$ cat src/strap_latch_defs.vh
`ifndef STRAP_LATCH_DEFS_VH
`define STRAP_LATCH_DEFS_VH

// ************************************************************
// register map, byte addresses on the 6-bit bus
// ************************************************************
`define REG_CTRL        6'h00
`define REG_PORT_STRAP  6'h04
`define REG_LEVELS      6'h08
`define REG_STATUS      6'h0C
`define REG_MUX_SEL     6'h10
`define REG_MUX_FN      6'h14

// ************************************************************
// strap resistor level codes (sensed by analog front end)
// ************************************************************
`define LVL_200K_DN     3'h0
`define LVL_200K_UP     3'h1
`define LVL_10K_DN      3'h2
`define LVL_10K_UP      3'h3
`define LVL_10R_DN      3'h4
`define LVL_10R_UP      3'h5

// ************************************************************
// pin function codes
// ************************************************************
`define FN_NONE         5'h00
`define FN_AUD_DIN      5'h01
`define FN_AUD_DOUT     5'h02
`define FN_AUD_BCLK     5'h03
`define FN_AUD_WSEL     5'h04
`define FN_AUD_MCLK     5'h05
`define FN_SS_PWR3      5'h06
`define FN_SS_PWR4      5'h07
`define FN_SS_PWR5      5'h08
`define FN_PWR1         5'h09
`define FN_PWR2         5'h0A
`define FN_PWR3         5'h0B
`define FN_PWR4         5'h0C
`define FN_PWR5         5'h0D
`define FN_PWR6         5'h0E
`define FN_HOST_SCL     5'h0F
`define FN_MICROPHONE_DETECT      5'h10
`define FN_SPI_CE       5'h11
`define FN_SPI_CLK      5'h12
`define FN_SPI_D0       5'h13
`define FN_SPI_D1       5'h14
`define FN_SPI_D2       5'h15
`define FN_SPI_D3       5'h16
`define FN_TGT_SCL      5'h17
`define FN_TGT_SDA      5'h18
`define FN_GPIO         5'h19
`define FN_BUS_POWER_DETECT     5'h1A
`define FN_HOST_SDA     5'h1B
`define FN_RESERVED     5'h1F

`define PIN_FIRST       3
`define PIN_LAST        31
`define PIN_COUNT       29

`endif

$ cat src/ladder_decode.v
`include "strap_latch_defs.vh"

// ************************************************************
// resistor level to thermometer port mask
// ************************************************************
module ladder_decode (
  input  wire [2:0] level_i,   // captured level code
  output reg  [5:0] mask_o     // ports 6..1 selected
);

  // unknown codes fall back to no ports, the safe side
  always @*
  begin
    case (level_i)
      `LVL_200K_DN: mask_o = 6'h00;
      `LVL_200K_UP: mask_o = 6'h01;
      `LVL_10K_DN:  mask_o = 6'h03;
      `LVL_10K_UP:  mask_o = 6'h07;
      `LVL_10R_DN:  mask_o = 6'h0F;
      `LVL_10R_UP:  mask_o = 6'h3F;
      default:      mask_o = 6'h00;
    endcase
  end

endmodule

$ cat src/default_pin_map.v
`include "strap_latch_defs.vh"

// ************************************************************
// configuration 3 default function per programmable pin
// ************************************************************
module default_pin_map (
  input  wire       cfg_ok_i,   // mode straps hold configuration 3
  input  wire [4:0] pin_i,      // pin number 3..31
  output reg  [4:0] func_o      // default function code
);

  // table lookup; reserved mode leaves every pin unassigned
  always @*
  begin
    func_o = `FN_NONE;
    if (cfg_ok_i)
    begin
      case (pin_i)
        5'd3:  func_o = `FN_AUD_DIN;
        5'd4:  func_o = `FN_AUD_DOUT;
        5'd5:  func_o = `FN_AUD_BCLK;
        5'd6:  func_o = `FN_AUD_WSEL;
        5'd7:  func_o = `FN_AUD_MCLK;
        5'd10: func_o = `FN_SS_PWR3;
        5'd11: func_o = `FN_SS_PWR4;
        5'd12: func_o = `FN_SS_PWR5;
        5'd13: func_o = `FN_PWR5;
        5'd14: func_o = `FN_PWR4;
        5'd15: func_o = `FN_PWR3;
        5'd16: func_o = `FN_PWR2;
        5'd17: func_o = `FN_PWR1;
        5'd18: func_o = `FN_HOST_SCL;
        5'd19: func_o = `FN_MICROPHONE_DETECT;
        5'd20: func_o = `FN_SPI_CE;
        5'd21: func_o = `FN_SPI_CLK;
        5'd22: func_o = `FN_SPI_D0;
        5'd23: func_o = `FN_SPI_D1;
        5'd24: func_o = `FN_SPI_D2;
        5'd25: func_o = `FN_SPI_D3;
        5'd26: func_o = `FN_TGT_SCL;
        5'd27: func_o = `FN_TGT_SDA;
        5'd28: func_o = `FN_PWR6;
        5'd29: func_o = `FN_GPIO;
        5'd30: func_o = `FN_BUS_POWER_DETECT;
        5'd31: func_o = `FN_HOST_SDA;
        default: func_o = `FN_NONE;
      endcase
    end
  end

endmodule

$ cat src/strap_latch.v
// Our own choices: the placing of the registers and the Avalon-MM slave port.
`include "strap_latch_defs.vh"

// What this block does
// capture all straps at power-on reset end and external reset release
// after capture, strap pins return to their programmable function
// plus-line strap: 0 line enabled, 1 line disabled, ports 1 to 6
// minus-line strap: 0 line enabled, 1 line disabled, ports 1 to 6
// port disabled only when both its line straps were captured high
// a strap-disabled port also loses its superspeed path
// fixed-port strap level gives 0,1,2,3,4 or 6 non-removable ports
// charge strap level gives charging on 0,1,2,3,4 or 6 ports
// mode straps 2 and 1 at 200k down and 10k down select configuration 3
// board uses no other mode strap encoding; others are reserved
// board pulls the third mode strap down through 200k
// 29 programmable pins, numbered 3 to 31, each with a default function
// configuration 3 maps pins 3 to 17 to audio and power controls; pins 8 and 9 get FN_NONE
// configuration 3 maps pins 18 to 31 to i2c, spi, detect, power and io
// software can override any pin function through the pin-mux registers
// board holds straps valid before the capture point
// external reset is active low; its release triggers capture
// captured values stay constant between captures, given as decoded fields
module strap_latch (
  input  wire        sys_clk_i,                     // core clock, 40 MHz
  input  wire        resetn_i,                      // async power-on reset, low
  input  wire        ext_resetn_i,                  // external chip reset, low
  input  wire [5:0]  port_plus_line_off_strap_i,    // plus-line straps, ports 6..1
  input  wire [5:0]  port_minus_line_off_strap_i,   // minus-line straps, ports 6..1
  input  wire [2:0]  fixed_port_count_strap_i,      // sensed level code
  input  wire [2:0]  charge_port_count_strap_i,     // sensed level code
  input  wire [2:0]  mode_strap2_i,                 // sensed level code
  input  wire [2:0]  mode_strap1_i,                 // sensed level code
  input  wire [5:0]  avs_address_i,                 // byte address
  input  wire        avs_read_i,                    // read request
  input  wire        avs_write_i,                   // write request
  input  wire [31:0] avs_writedata_i,               // write data
  input  wire [3:0]  avs_byteenable_i,              // byte lanes
  output wire        avs_waitrequest_o,             // stall
  output reg  [31:0] avs_readdata_o,                // read data
  output wire        avs_response_err_o,            // unmapped access flag
  output wire        strap_sample_o,                // pins held as straps
  output reg  [5:0]  port_disable_o,                // hs port off, ports 6..1
  output reg  [5:0]  ss_port_disable_o,             // superspeed port off
  output reg  [5:0]  fixed_port_mask_o,             // non-removable ports
  output reg  [5:0]  charge_port_mask_o,            // charging ports
  output reg         mode_reserved_o,               // mode straps not config 3
  output reg  [144:0] pin_func_o                    // 29 x 5-bit function codes
);

  // ************************************************************
  // reset sequencing and capture
  // ************************************************************
  localparam ST_HOLD = 3'b001;
  localparam ST_CAPT = 3'b010;
  localparam ST_RUN  = 3'b100;

  // sequencer, captured strap images and bus-side state
  reg  [2:0]  state;
  reg  [2:0]  next_state;
  reg  [5:0]  cap_plus;
  reg  [5:0]  cap_minus;
  reg  [2:0]  cap_fixed;
  reg  [2:0]  cap_charge;
  reg  [2:0]  cap_mode2;
  reg  [2:0]  cap_mode1;
  reg  [7:0]  capture_count;
  reg  [28:0] override_en;
  reg  [4:0]  mux_sel;
  reg         read_pending;
  wire [5:0]  fixed_mask;
  wire [5:0]  charge_mask;
  wire        cfg_ok;
  wire [4:0]  sel_default;

  // after any reset ends: hold, one capture cycle, then run
  // the capture cycle still has the pins in strap mode, so the board
  // level is what lands even though the pins turn into functions next
  // hold while any reset is low; sample on the second edge after release
  always @*
  begin
    case (state)
      ST_HOLD: next_state = ext_resetn_i ? ST_CAPT : ST_HOLD;
      ST_CAPT: next_state = ST_RUN;
      ST_RUN:  next_state = ext_resetn_i ? ST_RUN : ST_HOLD;
      default: next_state = ST_HOLD;
    endcase
  end

  always @(posedge sys_clk_i or negedge resetn_i)
  begin
    if (!resetn_i)
      state <= ST_HOLD;
    else
      state <= next_state;
  end

  // pins act as straps until the capture, then go to their function
  assign strap_sample_o = (state != ST_RUN);

  // capture is clocked, never in the async branch; held until next capture
  always @(posedge sys_clk_i or negedge resetn_i)
  begin
    if (!resetn_i)
    begin
      cap_plus      <= 6'h00;
      cap_minus     <= 6'h00;
      cap_fixed     <= `LVL_200K_DN;
      cap_charge    <= `LVL_200K_DN;
      cap_mode2     <= `LVL_200K_DN;
      cap_mode1     <= `LVL_10K_DN;
      capture_count <= 8'h00;
    end
    else if (state == ST_CAPT)
    begin
      cap_plus      <= port_plus_line_off_strap_i;
      cap_minus     <= port_minus_line_off_strap_i;
      cap_fixed     <= fixed_port_count_strap_i;
      cap_charge    <= charge_port_count_strap_i;
      cap_mode2     <= mode_strap2_i;
      cap_mode1     <= mode_strap1_i;
      capture_count <= capture_count + 8'h01;
    end
  end

  // ************************************************************
  // decoders
  // ************************************************************
  // both ladders share one shape: level code to a thermometer port mask
  // out-of-range codes give no ports rather than a guessed count
  ladder_decode u_fixed_dec (
    .level_i (cap_fixed),
    .mask_o  (fixed_mask)
  );

  ladder_decode u_charge_dec (
    .level_i (cap_charge),
    .mask_o  (charge_mask)
  );

  // only one legal mode encoding; anything else flagged reserved
  assign cfg_ok = (cap_mode2 == `LVL_200K_DN) && (cap_mode1 == `LVL_10K_DN);

  default_pin_map u_sel_map (
    .cfg_ok_i (cfg_ok),
    .pin_i    (mux_sel),
    .func_o   (sel_default)
  );

  // registered decoded fields, stable between captures
  // a flop stage so consumers never see a half-updated capture
  always @(posedge sys_clk_i or negedge resetn_i)
  begin
    if (!resetn_i)
    begin
      port_disable_o     <= 6'h00;
      ss_port_disable_o  <= 6'h00;
      fixed_port_mask_o  <= 6'h00;
      charge_port_mask_o <= 6'h00;
      mode_reserved_o    <= 1'b0;
    end
    else
    begin
      port_disable_o     <= cap_plus & cap_minus;
      ss_port_disable_o  <= cap_plus & cap_minus;
      fixed_port_mask_o  <= fixed_mask;
      charge_port_mask_o <= charge_mask;
      mode_reserved_o    <= ~cfg_ok;
    end
  end

  // ************************************************************
  // pin-mux: defaults from strap, per-pin override
  // ************************************************************
  reg  [4:0]   override_func [0:28];
  wire [144:0] dflt_all;
  integer      k;
  genvar       g;

  // one table copy per pin, so every default is ready in the same cycle
  generate
    for (g = 0; g < `PIN_COUNT; g = g + 1)
    begin : g_pin
      localparam integer PIN_INT = g + `PIN_FIRST;
      localparam [4:0]   PIN_NUM = PIN_INT[4:0];   // pin numbers fit five bits
      default_pin_map u_map (
        .cfg_ok_i (cfg_ok),
        .pin_i    (PIN_NUM),
        .func_o   (dflt_all[g*5 +: 5])
      );
    end
  endgenerate

  // an enabled override wins; clearing the enable restores the strap default
  always @(posedge sys_clk_i or negedge resetn_i)
  begin
    if (!resetn_i)
      pin_func_o <= {`PIN_COUNT{`FN_NONE}};
    else
    begin
      for (k = 0; k < `PIN_COUNT; k = k + 1)
      begin
        if (override_en[k])
          pin_func_o[k*5 +: 5] <= override_func[k];
        else
          pin_func_o[k*5 +: 5] <= dflt_all[k*5 +: 5];
      end
    end
  end

  // ************************************************************
  // avalon-mm slave, fixed one wait state on reads
  // ************************************************************
  // register map, 32-bit words on byte addresses:
  //   ctrl       read capture count [7:0]; write bit 0 set drops all overrides
  //   port_strap captured line straps {minus [11:6], plus [5:0]}
  //   levels     level codes {mode2, mode1, charge, fixed}, three bits each
  //   status     {mode reserved [24], charge [17:12], fixed [11:6], port off [5:0]}
  //   mux_sel    pin number 3..31 that mux_fn reaches, resets to 3
  //   mux_fn     override function [4:0] on write, strap default on read, and override enable [8] of the selected pin
  // a select below 3 reaches nothing: writes drop, reads show zero
  // unmapped addresses read zero and raise the error flag for that access
  wire        wr_hit_ctrl;
  wire        wr_hit_sel;
  wire        wr_hit_fn;
  wire        mapped;
  wire [4:0]  sel_idx;
  wire        sel_valid;

  // field bytes sit in lane 0, the override enable in lane 1
  assign wr_hit_ctrl = avs_write_i && (avs_address_i == `REG_CTRL);
  assign wr_hit_sel  = avs_write_i && (avs_address_i == `REG_MUX_SEL);
  assign wr_hit_fn   = avs_write_i && (avs_address_i == `REG_MUX_FN);
  assign mapped      = (avs_address_i == `REG_CTRL)    || (avs_address_i == `REG_PORT_STRAP) ||
                       (avs_address_i == `REG_LEVELS)  || (avs_address_i == `REG_STATUS)     ||
                       (avs_address_i == `REG_MUX_SEL) || (avs_address_i == `REG_MUX_FN);

  // the table index is the pin number minus three
  assign sel_idx     = mux_sel - 5'h03;
  assign sel_valid   = (mux_sel >= 5'h03);

  // reads stall one cycle so readdata comes from a flop
  assign avs_waitrequest_o  = avs_read_i && !read_pending;
  assign avs_response_err_o = (avs_read_i || avs_write_i) && !mapped;

  always @(posedge sys_clk_i or negedge resetn_i)
  begin
    if (!resetn_i)
      read_pending <= 1'b0;
    else
      read_pending <= avs_read_i && !read_pending;
  end

  // writes: ctrl bit 0 drops every override back to strap defaults
  // ctrl and mux_fn never share a cycle, so clear and set cannot collide
  always @(posedge sys_clk_i or negedge resetn_i)
  begin
    if (!resetn_i)
    begin
      mux_sel     <= 5'd3;
      override_en <= 29'h0000_0000;
    end
    else
    begin
      if (wr_hit_sel && avs_byteenable_i[0])
        mux_sel <= avs_writedata_i[4:0];
      if (wr_hit_ctrl && avs_byteenable_i[0] && avs_writedata_i[0])
        override_en <= 29'h0000_0000;
      else if (wr_hit_fn && avs_byteenable_i[1] && sel_valid)
        override_en[sel_idx] <= avs_writedata_i[8];
    end
  end

  // override table; plain array, no reset needed as enables gate it
  always @(posedge sys_clk_i)
  begin
    if (wr_hit_fn && avs_byteenable_i[0] && sel_valid)
      override_func[sel_idx] <= avs_writedata_i[4:0];
  end

  // read mux, registered
  // loaded once per read, so the data stands until the next read
  always @(posedge sys_clk_i or negedge resetn_i)
  begin
    if (!resetn_i)
      avs_readdata_o <= 32'h0000_0000;
    else if (avs_read_i && !read_pending)
    begin
      case (avs_address_i)
        `REG_CTRL:       avs_readdata_o <= {24'h00_0000, capture_count};
        `REG_PORT_STRAP: avs_readdata_o <= {20'h0_0000, cap_minus, cap_plus};
        `REG_LEVELS:     avs_readdata_o <= {20'h0_0000, cap_mode2, cap_mode1,
                                   cap_charge, cap_fixed};
        `REG_STATUS:     avs_readdata_o <= {7'h00, mode_reserved_o, 6'h00,
                                  charge_port_mask_o, fixed_port_mask_o,
                                  port_disable_o};
        `REG_MUX_SEL:    avs_readdata_o <= {27'h000_0000, mux_sel};
        `REG_MUX_FN:     avs_readdata_o <= {16'h0000, 7'h00,
                                  (sel_valid ? override_en[sel_idx] : 1'b0),
                                  3'h0, sel_default};
        default: avs_readdata_o <= 32'h0000_0000;
      endcase
    end
  end

endmodule

$ cat config.mk
export PLATFORM = sky130hd
export DESIGN_NAME = strap_latch
export DESIGN_NICKNAME = d
export VERILOG_FILES = /design/src/ladder_decode.v /design/src/default_pin_map.v /design/src/strap_latch.v
export VERILOG_INCLUDE_DIRS = /design/src
export SDC_FILE = /design/constraint.sdc
export NUM_CORES = 1
export LEC_CHECK = 0
export BUFFER_PORTS_ARGS = -buffer_cell sky130_fd_sc_hd__buf_2
export CAP_MARGIN = 10
export CORE_AREA = 5 5 203 205
export DETAILED_ROUTE_END_ITERATION = 6
export DIE_AREA = 0 0 208 210
export PLACE_DENSITY = 0.87
export SLEW_MARGIN = 20
export SYNTH_ARGS = -nofsm -noshare
export SYNTH_HDL_FRONTEND = slang
export SYNTH_HIERARCHICAL = 1
export SYNTH_MEMORY_MAX_BITS = 65536
export SYNTH_SLANG_ARGS = --single-unit
$ cat constraint.sdc
create_clock -name sys_clk_i -period 8.3 [get_ports sys_clk_i]
set_input_delay 0.83 -clock sys_clk_i [delete_from_list [all_inputs] [get_ports sys_clk_i]]
set_output_delay 0.83 -clock sys_clk_i [all_outputs]
set_load 0.01 [all_outputs]
# --- Yosys cells after proc, flatten, opt, wreduce, memory -nomap -nowiden ---
# Memories as Yosys holds them, arrays and structs flattened.
# Cells that the tools add are included.
totals:
  regBits: 266
  ramBits: 145
  mem_bits_ro: 4800
  in_bits: 71
  out_inout_bits: 205
  word_cells: 175
  memories: 31
classes:
  addsub: 2
  magnitude_cmp: 3
  eq_ne: 20
  mux: 75
  n_bitwise: 2
  reduce_logical: 25
mem_list:
  columns: ["memory", "words", "width", "rd", "rd_ports_with_merged_regs", "write_ports", "line", "source"]
  rows:
  - ["(no name shown)", 32, 5, 1, 0, 0, "default_pin_map.v:18", "case (pin_i)"]
  - ["(no name shown)", 32, 5, 1, 0, 0, "default_pin_map.v:18", null]
  - ["(no name shown)", 32, 5, 1, 0, 0, "default_pin_map.v:18", null]
  - ["(no name shown)", 32, 5, 1, 0, 0, "default_pin_map.v:18", null]
  - ["(no name shown)", 32, 5, 1, 0, 0, "default_pin_map.v:18", null]
  - ["(no name shown)", 32, 5, 1, 0, 0, "default_pin_map.v:18", null]
  - ["+25 memories", null, null, null, null, null, null, null]
op_table:
  columns: ["operator", "n"]
  rows:
  - ["2-to-1 mux 5 bit", 59]
  - ["one-hot mux 25 bit (6 select lines)", 1]
  - ["one-hot mux 6 bit (5 select lines)", 2]
  - ["2-to-1 mux 29 bit", 2]
  - ["bitwise mux 29 bit", 1]
  - ["== test 3 x 2 -> 1 bit, second input constant", 6]
  - ["== test 3 bit, second input constant", 5]
  - ["logical AND 1 bit", 14]
  - ["== test 6 x 4 -> 1 bit, second input constant", 2]
  - ["== test 6 x 5 -> 1 bit, second input constant", 2]
  - ["== test 3 x 1 -> 1 bit, second input constant", 3]
  - ["one-hot mux 3 bit (3 select lines)", 1]
  - ["adder 8 x 1 -> 8 bit, second input constant", 1]
  - ["AND 6 bit", 1]
  - ["== test 6 x 3 -> 1 bit, second input constant", 1]
  - ["zero test 6 bit", 1]
  - ["logical OR 1 bit", 6]
  - ["< comparator 5 x 6 -> 1 bit, second input constant", 1]
  - ["binary-select mux 1 bit (select 5 bit)", 1]
  - ["demux 1 bit (select 5 bit)", 1]
  - [">= comparator 5 x 1 -> 1 bit, second input constant", 1]
  - [">= comparator 5 x 2 -> 1 bit, second input constant", 1]
  - ["2-to-1 mux 1 bit", 5]
  - ["subtractor 5 x 2 -> 5 bit, second input constant", 1]
  - ["other kinds (7)", 8]

# --- Depth between registers and ports, before layout ---
depth:
  word_depth: 8
  ltp_mapped: 9
  ltp_nobuf: 8

# --- Modules after synthesis ---
# Netlist, hierarchy kept.
by_module_without_submodules:
  columns: ["module", "n_inst", "cells_each", "area_each_um2", "seq_area_each_um2"]
  rows:
  - ["strap_latch", 1, 950, 15045.7, 10690.3]
  - ["default_pin_map at g_pin[0].u_map ...", 26, 45, 332.8, 0.0]
  - ["default_pin_map at g_pin[7].u_map ...", 4, 44, 344.1, 0.0]
  - ["ladder_decode", 2, 8, 57.6, 0.0]

# --- Worst setup path after synthesis ---
# Ideal clock, no wire load.
synth_path:
  path_kind: "register -> register"
  startpoint: "register cap_mode2[2]"
  endpoint: "register avs_readdata_o[1]"
  setup_time_ns: 0.083
  arrival_time_ns: 4.086
  required_ns: 8.217
  path_slack_ns: 4.132
  path_stages_with_launch: 8
  path_buffers: 0
  synth_period_minus_slack_ns: 4.168
  cell_sequence: "dfrtp_1 > nor4_1 > nand3b_1 > inv_1 > nand2_1 > o32ai_1 > a222oi_1 > o21ai_0"
synth_between:
  elab_chain_len: 4
synth_lines:
  columns: ["element", "line", "source"]
  rows:
  - ["from (decl)", "strap_latch.v:64", "reg [2:0] cap_mode2;"]
  - ["from (signal assigned)", "strap_latch.v:109", "cap_mode2 <= `LVL_200K_DN;"]
  - ["from (signal assigned)", "strap_latch.v:119", "cap_mode2 <= mode_strap2_i;"]
  - ["zero test 3 bit (no source line)", null, null]
  - ["logical AND 1 bit", "strap_latch.v:141", "assign cfg_ok = (cap_mode2 == `LVL_200K_DN) && (cap_mode1 == `LVL_10K_DN);"]
  - ["via cfg_ok", "strap_latch.v:72", "wire cfg_ok;"]
  - ["2-to-1 mux 5 bit", "default_pin_map.v:16", "if (cfg_ok_i)"]
  - ["via sel_default[1]", "strap_latch.v:73", "wire [4:0] sel_default;"]
  - ["one-hot mux 25 bit (6 select lines)", "strap_latch.v:288", "case (avs_address_i)"]
  - ["to (signal assigned)", "strap_latch.v:289", "`REG_CTRL: avs_readdata_o <= {24'h00_0000, capture_count};"]
  - ["to (signal assigned)", "strap_latch.v:290", "`REG_PORT_STRAP: avs_readdata_o <= {20'h0_0000, cap_minus, cap_plus};"]
  - ["to (signal assigned)", "strap_latch.v:291", "`REG_LEVELS: avs_readdata_o <= {20'h0_0000, cap_mode2, cap_mode1,"]
  - ["to (decl)", "strap_latch.v:39", "output reg [31:0] avs_readdata_o,"]
# The timed path passes the listed nets, and every way through them passes these cells.
# A chain may end at the register's enable or synchronous reset.

# --- Worst setup path after layout ---
layout_path:
  startpoint: "register cap_mode2[2]"
  endpoint: "register pin_func_o[105]"
layout_between:
  elab_chain_len: 4
layout_lines:
  columns: ["element", "line", "source"]
  rows:
  - ["zero test 3 bit (no source line)", null, null]
  - ["logical AND 1 bit", "strap_latch.v:141", null]
  - ["via cfg_ok", "strap_latch.v:72", null]
  - ["2-to-1 mux 5 bit", "default_pin_map.v:16", null]
  - ["via dflt_all[105]", "strap_latch.v:175", "wire [144:0] dflt_all;"]
  - ["2-to-1 mux 5 bit", "strap_latch.v:202", "if (override_en[k])"]
  - ["to (signal assigned)", "strap_latch.v:197", "pin_func_o <= {`PIN_COUNT{`FN_NONE}};"]
  - ["to (signal, indexed assignment)", "strap_latch.v:203", "pin_func_o[k*5 +: 5] <= override_func[k];"]
  - ["to (signal, indexed assignment)", "strap_latch.v:205", "pin_func_o[k*5 +: 5] <= dflt_all[k*5 +: 5];"]
  - ["to (decl)", "strap_latch.v:47", "output reg [144:0] pin_func_o"]
# The timed path passes the listed nets, and every way through them passes these cells.

==> metrics.log <==
[metrics] register area share after synthesis: 42.4%
[metrics] power per standard cell area: 176 nW/um2
[metrics] start-to-end type of the worst setup path: reg -> reg
[metrics] TritonCTS clock tree: built
[metrics] met3 WL post-DR: 4.86 mm
[metrics] core region area: 39300 um2
[metrics] worst voltage drop across the vdd grid: 0.245 mV
[metrics] number of fill cells in the layout: 2583
[metrics] number of flops mapped to enable cells by yosys: 145
[metrics] most frequent cells in the layout: conb_1 (790), dfrtp_1 (249), buf_2 (233), mux2_2 (210), ha_1 (156)
[metrics] clk root buf: clkbuf_16
[metrics] Final period util: 44.1%
[metrics] highest metal layer used by the detailed router: met4
[metrics] Slew headroom: 21.2%
[metrics] Reg2Reg Setup Slack: 4.64 ns
[metrics] number of different library cells in the post-synthesis netlist: 68
[metrics] final weighted congestion of routability-driven global placement: 0.928
[metrics] most instantiated flip-flop cell in the synthesis netlist: dfrtp_1
[metrics] first-pass GRT wire length: 102 mm
[metrics] quantity of I/O buffers inserted on ports: 234
[metrics] violations in the final reports: DRC
[metrics] Final Skew: 0.0151 ns
[metrics] final critical-path required period: 3.66 ns
[metrics] Cell Rows: 73
[metrics] count of endpoints failing setup in the final report: 0
[metrics] area of combinational cells with multiple inputs: 15700 um2
[metrics] pre-CTS setup slack: 4.76 ns
[metrics] total count of max-transition violations in the final report: 0
[metrics] required time worst endpoint: 8.80 ns
[metrics] reg-to-reg startpoint: cap_mode2[2]
[metrics] via count of the first global-routing pass: 20200
[metrics] worst setup slack after layout: 4.64 ns
[metrics] vias per std cell: 5.30
[metrics] Yosys warning total: 6
[metrics] setup repair after global routing missed its margin: false
[metrics] cts-stage hold buffer count: 0
[metrics] mean post-synth cell area: 10.9 um2
[metrics] met2 wire len: 31.4 mm
[metrics] number of antenna cells inserted: 0
[metrics] Register Area: 10700 um2
[metrics] R2R cell count: 7
[metrics] slew at the pin closest to its max-slew limit: 1.18 ns
[metrics] most common cell after layout, fill and taps aside: conb_1
[metrics] sink count of the clock tree: 398
[metrics] maxcap violations: 0
[metrics] DRT iter0 DRCs: 1443
[metrics] antenna violations before repair: 0
[metrics] source-to-sink clock delay at the later pin of the worst-skew pair: 0.57 ns
[metrics] Final Hold Vio Count: 0
[metrics] buffer levels on the longest clock path: 3
[metrics] final net count: 3441
[metrics] total leakage power: 14.5 nW
[metrics] half-perimeter wire length after detailed placement: 43.7 mm
[metrics] fraction of final layout cells sized beyond drive strength 1: 18.8%
[metrics] CP Max Fanout: 61
[metrics] number of register bits inferred by synthesis: 398
[metrics] drc violations: 12
[metrics] largest cells by area after synthesis: dfrtp_1 (25%), edfxtp_1 (17%), mux2_2 (9.4%)
[metrics] residual overflow from global routing: 0
[metrics] async set or reset register ratio after synthesis: 63.6%
[metrics] die outline area: 43700 um2
[metrics] Starting Density: 64.1%
[metrics] post-route antenna net violation count: 0
[metrics] arrival time at the worst endpoint: 4.16 ns
[metrics] post-route met1 wirelength: 24.3 mm
[metrics] wirelength, routed: 62.9 mm
[metrics] post_cts resized: 0
[metrics] routed wire length per instance: 16.7 um
[metrics] class of the worst hold path: in -> async
[metrics] Max Fclk: 273 MHz
[metrics] clock input transition at the sequential cells of the worst setup and hold paths: 0.06 ns
[metrics] number of levels in the clock H-tree: 2
[metrics] Cell Area, Synth: 25200 um2
[metrics] gate count of the mapped netlist: 2312
[metrics] type of origin of the critical path: flip-flop
[metrics] width of the chip: 208 um
[metrics] Post-CTS Setup Bufs: 0
[metrics] maximum number of pins on one net before global-route repair: 114
[metrics] I/O pin total: 276
[metrics] Layout Area Growth over Synthesis: 20.0%
[metrics] Setup Total Neg Slack: 0 ns
[metrics] Reg-to-Reg End: pin_func_o[105]
[metrics] share of the synthesized area in the top cell type: 24.7%
[metrics] most area-hungry cell type in the Yosys netlist: dfrtp_1
[metrics] iteration count of the initial detailed-routing pass: 7
[metrics] overall global routing resource usage: 28.4%
[metrics] number of buffers added by the clock tree synthesis step: 42
[metrics] total vias in the final route: 20000
[metrics] outcome: finished with violations
[metrics] critical path capture point type: flip-flop
[metrics] die height: 210 um
layout make-up:
| type | instances | area share [%] |
|---|---|---|
| well taps | 525 | 2.17 |
| multi-input cells | 2385 | 51.9 |
| flip-flops and latches | 398 | 35.4 |
| inverters | 146 | 1.83 |
| clock buffers | 49 | 3.56 |
| repair buffers | 241 | 4.09 |
| clock inverters | 28 | 1.03 |
metrics by stage:
stage / util (%) / total power, mW / area [um2] / hold slack [ns] / instances
final: 77.0 / 5.32 / 30200 / 0.319 / 3772
after CTS: 76.9 / 5.27 / 30200 / 0.362 / 3772
after global placement: 73.4 / 3.31 / 28800 / 0.445 / 3695
after global routing: 77.0 / 5.55 / 30200 / 0.400 / 3772
after floorplan: - / 3.12 / 28100 / 0.437 / 3100
after detailed placement: 73.4 / 3.34 / 28800 / 0.461 / 3695
Yosys cell counts (all sizes together), types with 6 or more instances:
master,n
a21oi,84
or2,29
mux2,214
xnor2,12
buf,91
nor2,127
o31ai,26
or2b,8
and3b,26
inv,146
mux2i,10
nand3b,28
o32ai,30
a221oi,30
nand2,97
a311oi,60
clkbuf,80
ha,156
nor2b,119
o22ai,26
edfxtp,145
o21ai,39
a22o,10
and2,39
o211ai,56
nand2b,87
or4,27
nand3,29
a211oi,81
a31oi,6
a211o,8
dfrtp,249
a2111oi,27
mux4,15
nor3,41
layer usage:
layer	global-route usage, %	vias up
met1	34.4	9484
met2	50.4	854
met3	5.57	184
met4	11.1	0
met5	0	-
li1	-	9473
kinds of logic (layout without fill, tap and decap cells):
family          after synthesis  in the layout  share of synthesized area [%]
simple gates                674            674                           15.8
compound gates              509            509                           15.0
flops                       398            398                           42.4
buf+inv                     317            464                           7.03
mux                         239            239                           11.4
fa+ha+maj                   156            156                           7.75
xor+xnor                     17             17                          0.591
other cells                   2            790                         0.0298
worst max-delay path, stage by stage (launching register included):
cell and delay (ns):
dfrtp_1 0.40, nor4_1 0.55, nand3b_1 0.31, inv_6 0.56
buf_4 0.88, inv_1 0.18, a2111oi_1 0.39, mux2_2 0.25
flip-flops by register name, indices dropped and copies added, names as in the netlist:
name / count
mux_sel: 5
override_func: 145
state: 3
cap_mode1: 3
capture_count: 8
avs_readdata_o: 19
charge_port_mask_o: 6
cap_charge: 3
pin_func_o: 145
cap_plus: 6
read_pending: 1
override_en: 29
fixed_port_mask_o: 6
cap_minus: 6
cap_mode2: 3
mode_reserved_o: 1
ss_port_disable_o: 6
cap_fixed: 3
how the worst max path moves through the flow:
stage                       startpoint              endpoint  slack [ns]  cells past startpoint
after floorplan           cap_mode2[2]     avs_readdata_o[1]        4.13                      7
after global placement    cap_mode2[2]         pin_func_o[6]        4.77                      8
after detailed placement  cap_mode2[2]         pin_func_o[6]        4.76                      8
after CTS                 cap_mode2[2]         pin_func_o[6]        4.73                      8
after global routing        mux_sel[0]  override_func[26][4]        4.48                      6
final                     cap_mode2[2]       pin_func_o[105]        4.64                      7
where the power goes:
| group | internal (mW) | leakage [nW] | switching [mW] |
|---|---|---|---|
| logic | 0.446 | 9.08 | 0.590 |
| registers | 2.21 | 4.74 | 0.159 |
| clock network | 1.10 | 0.663 | 0.820 |
| total | 3.75 | 14.5 | 1.57 |
Note: power is estimated with default switching activity, not from simulation.
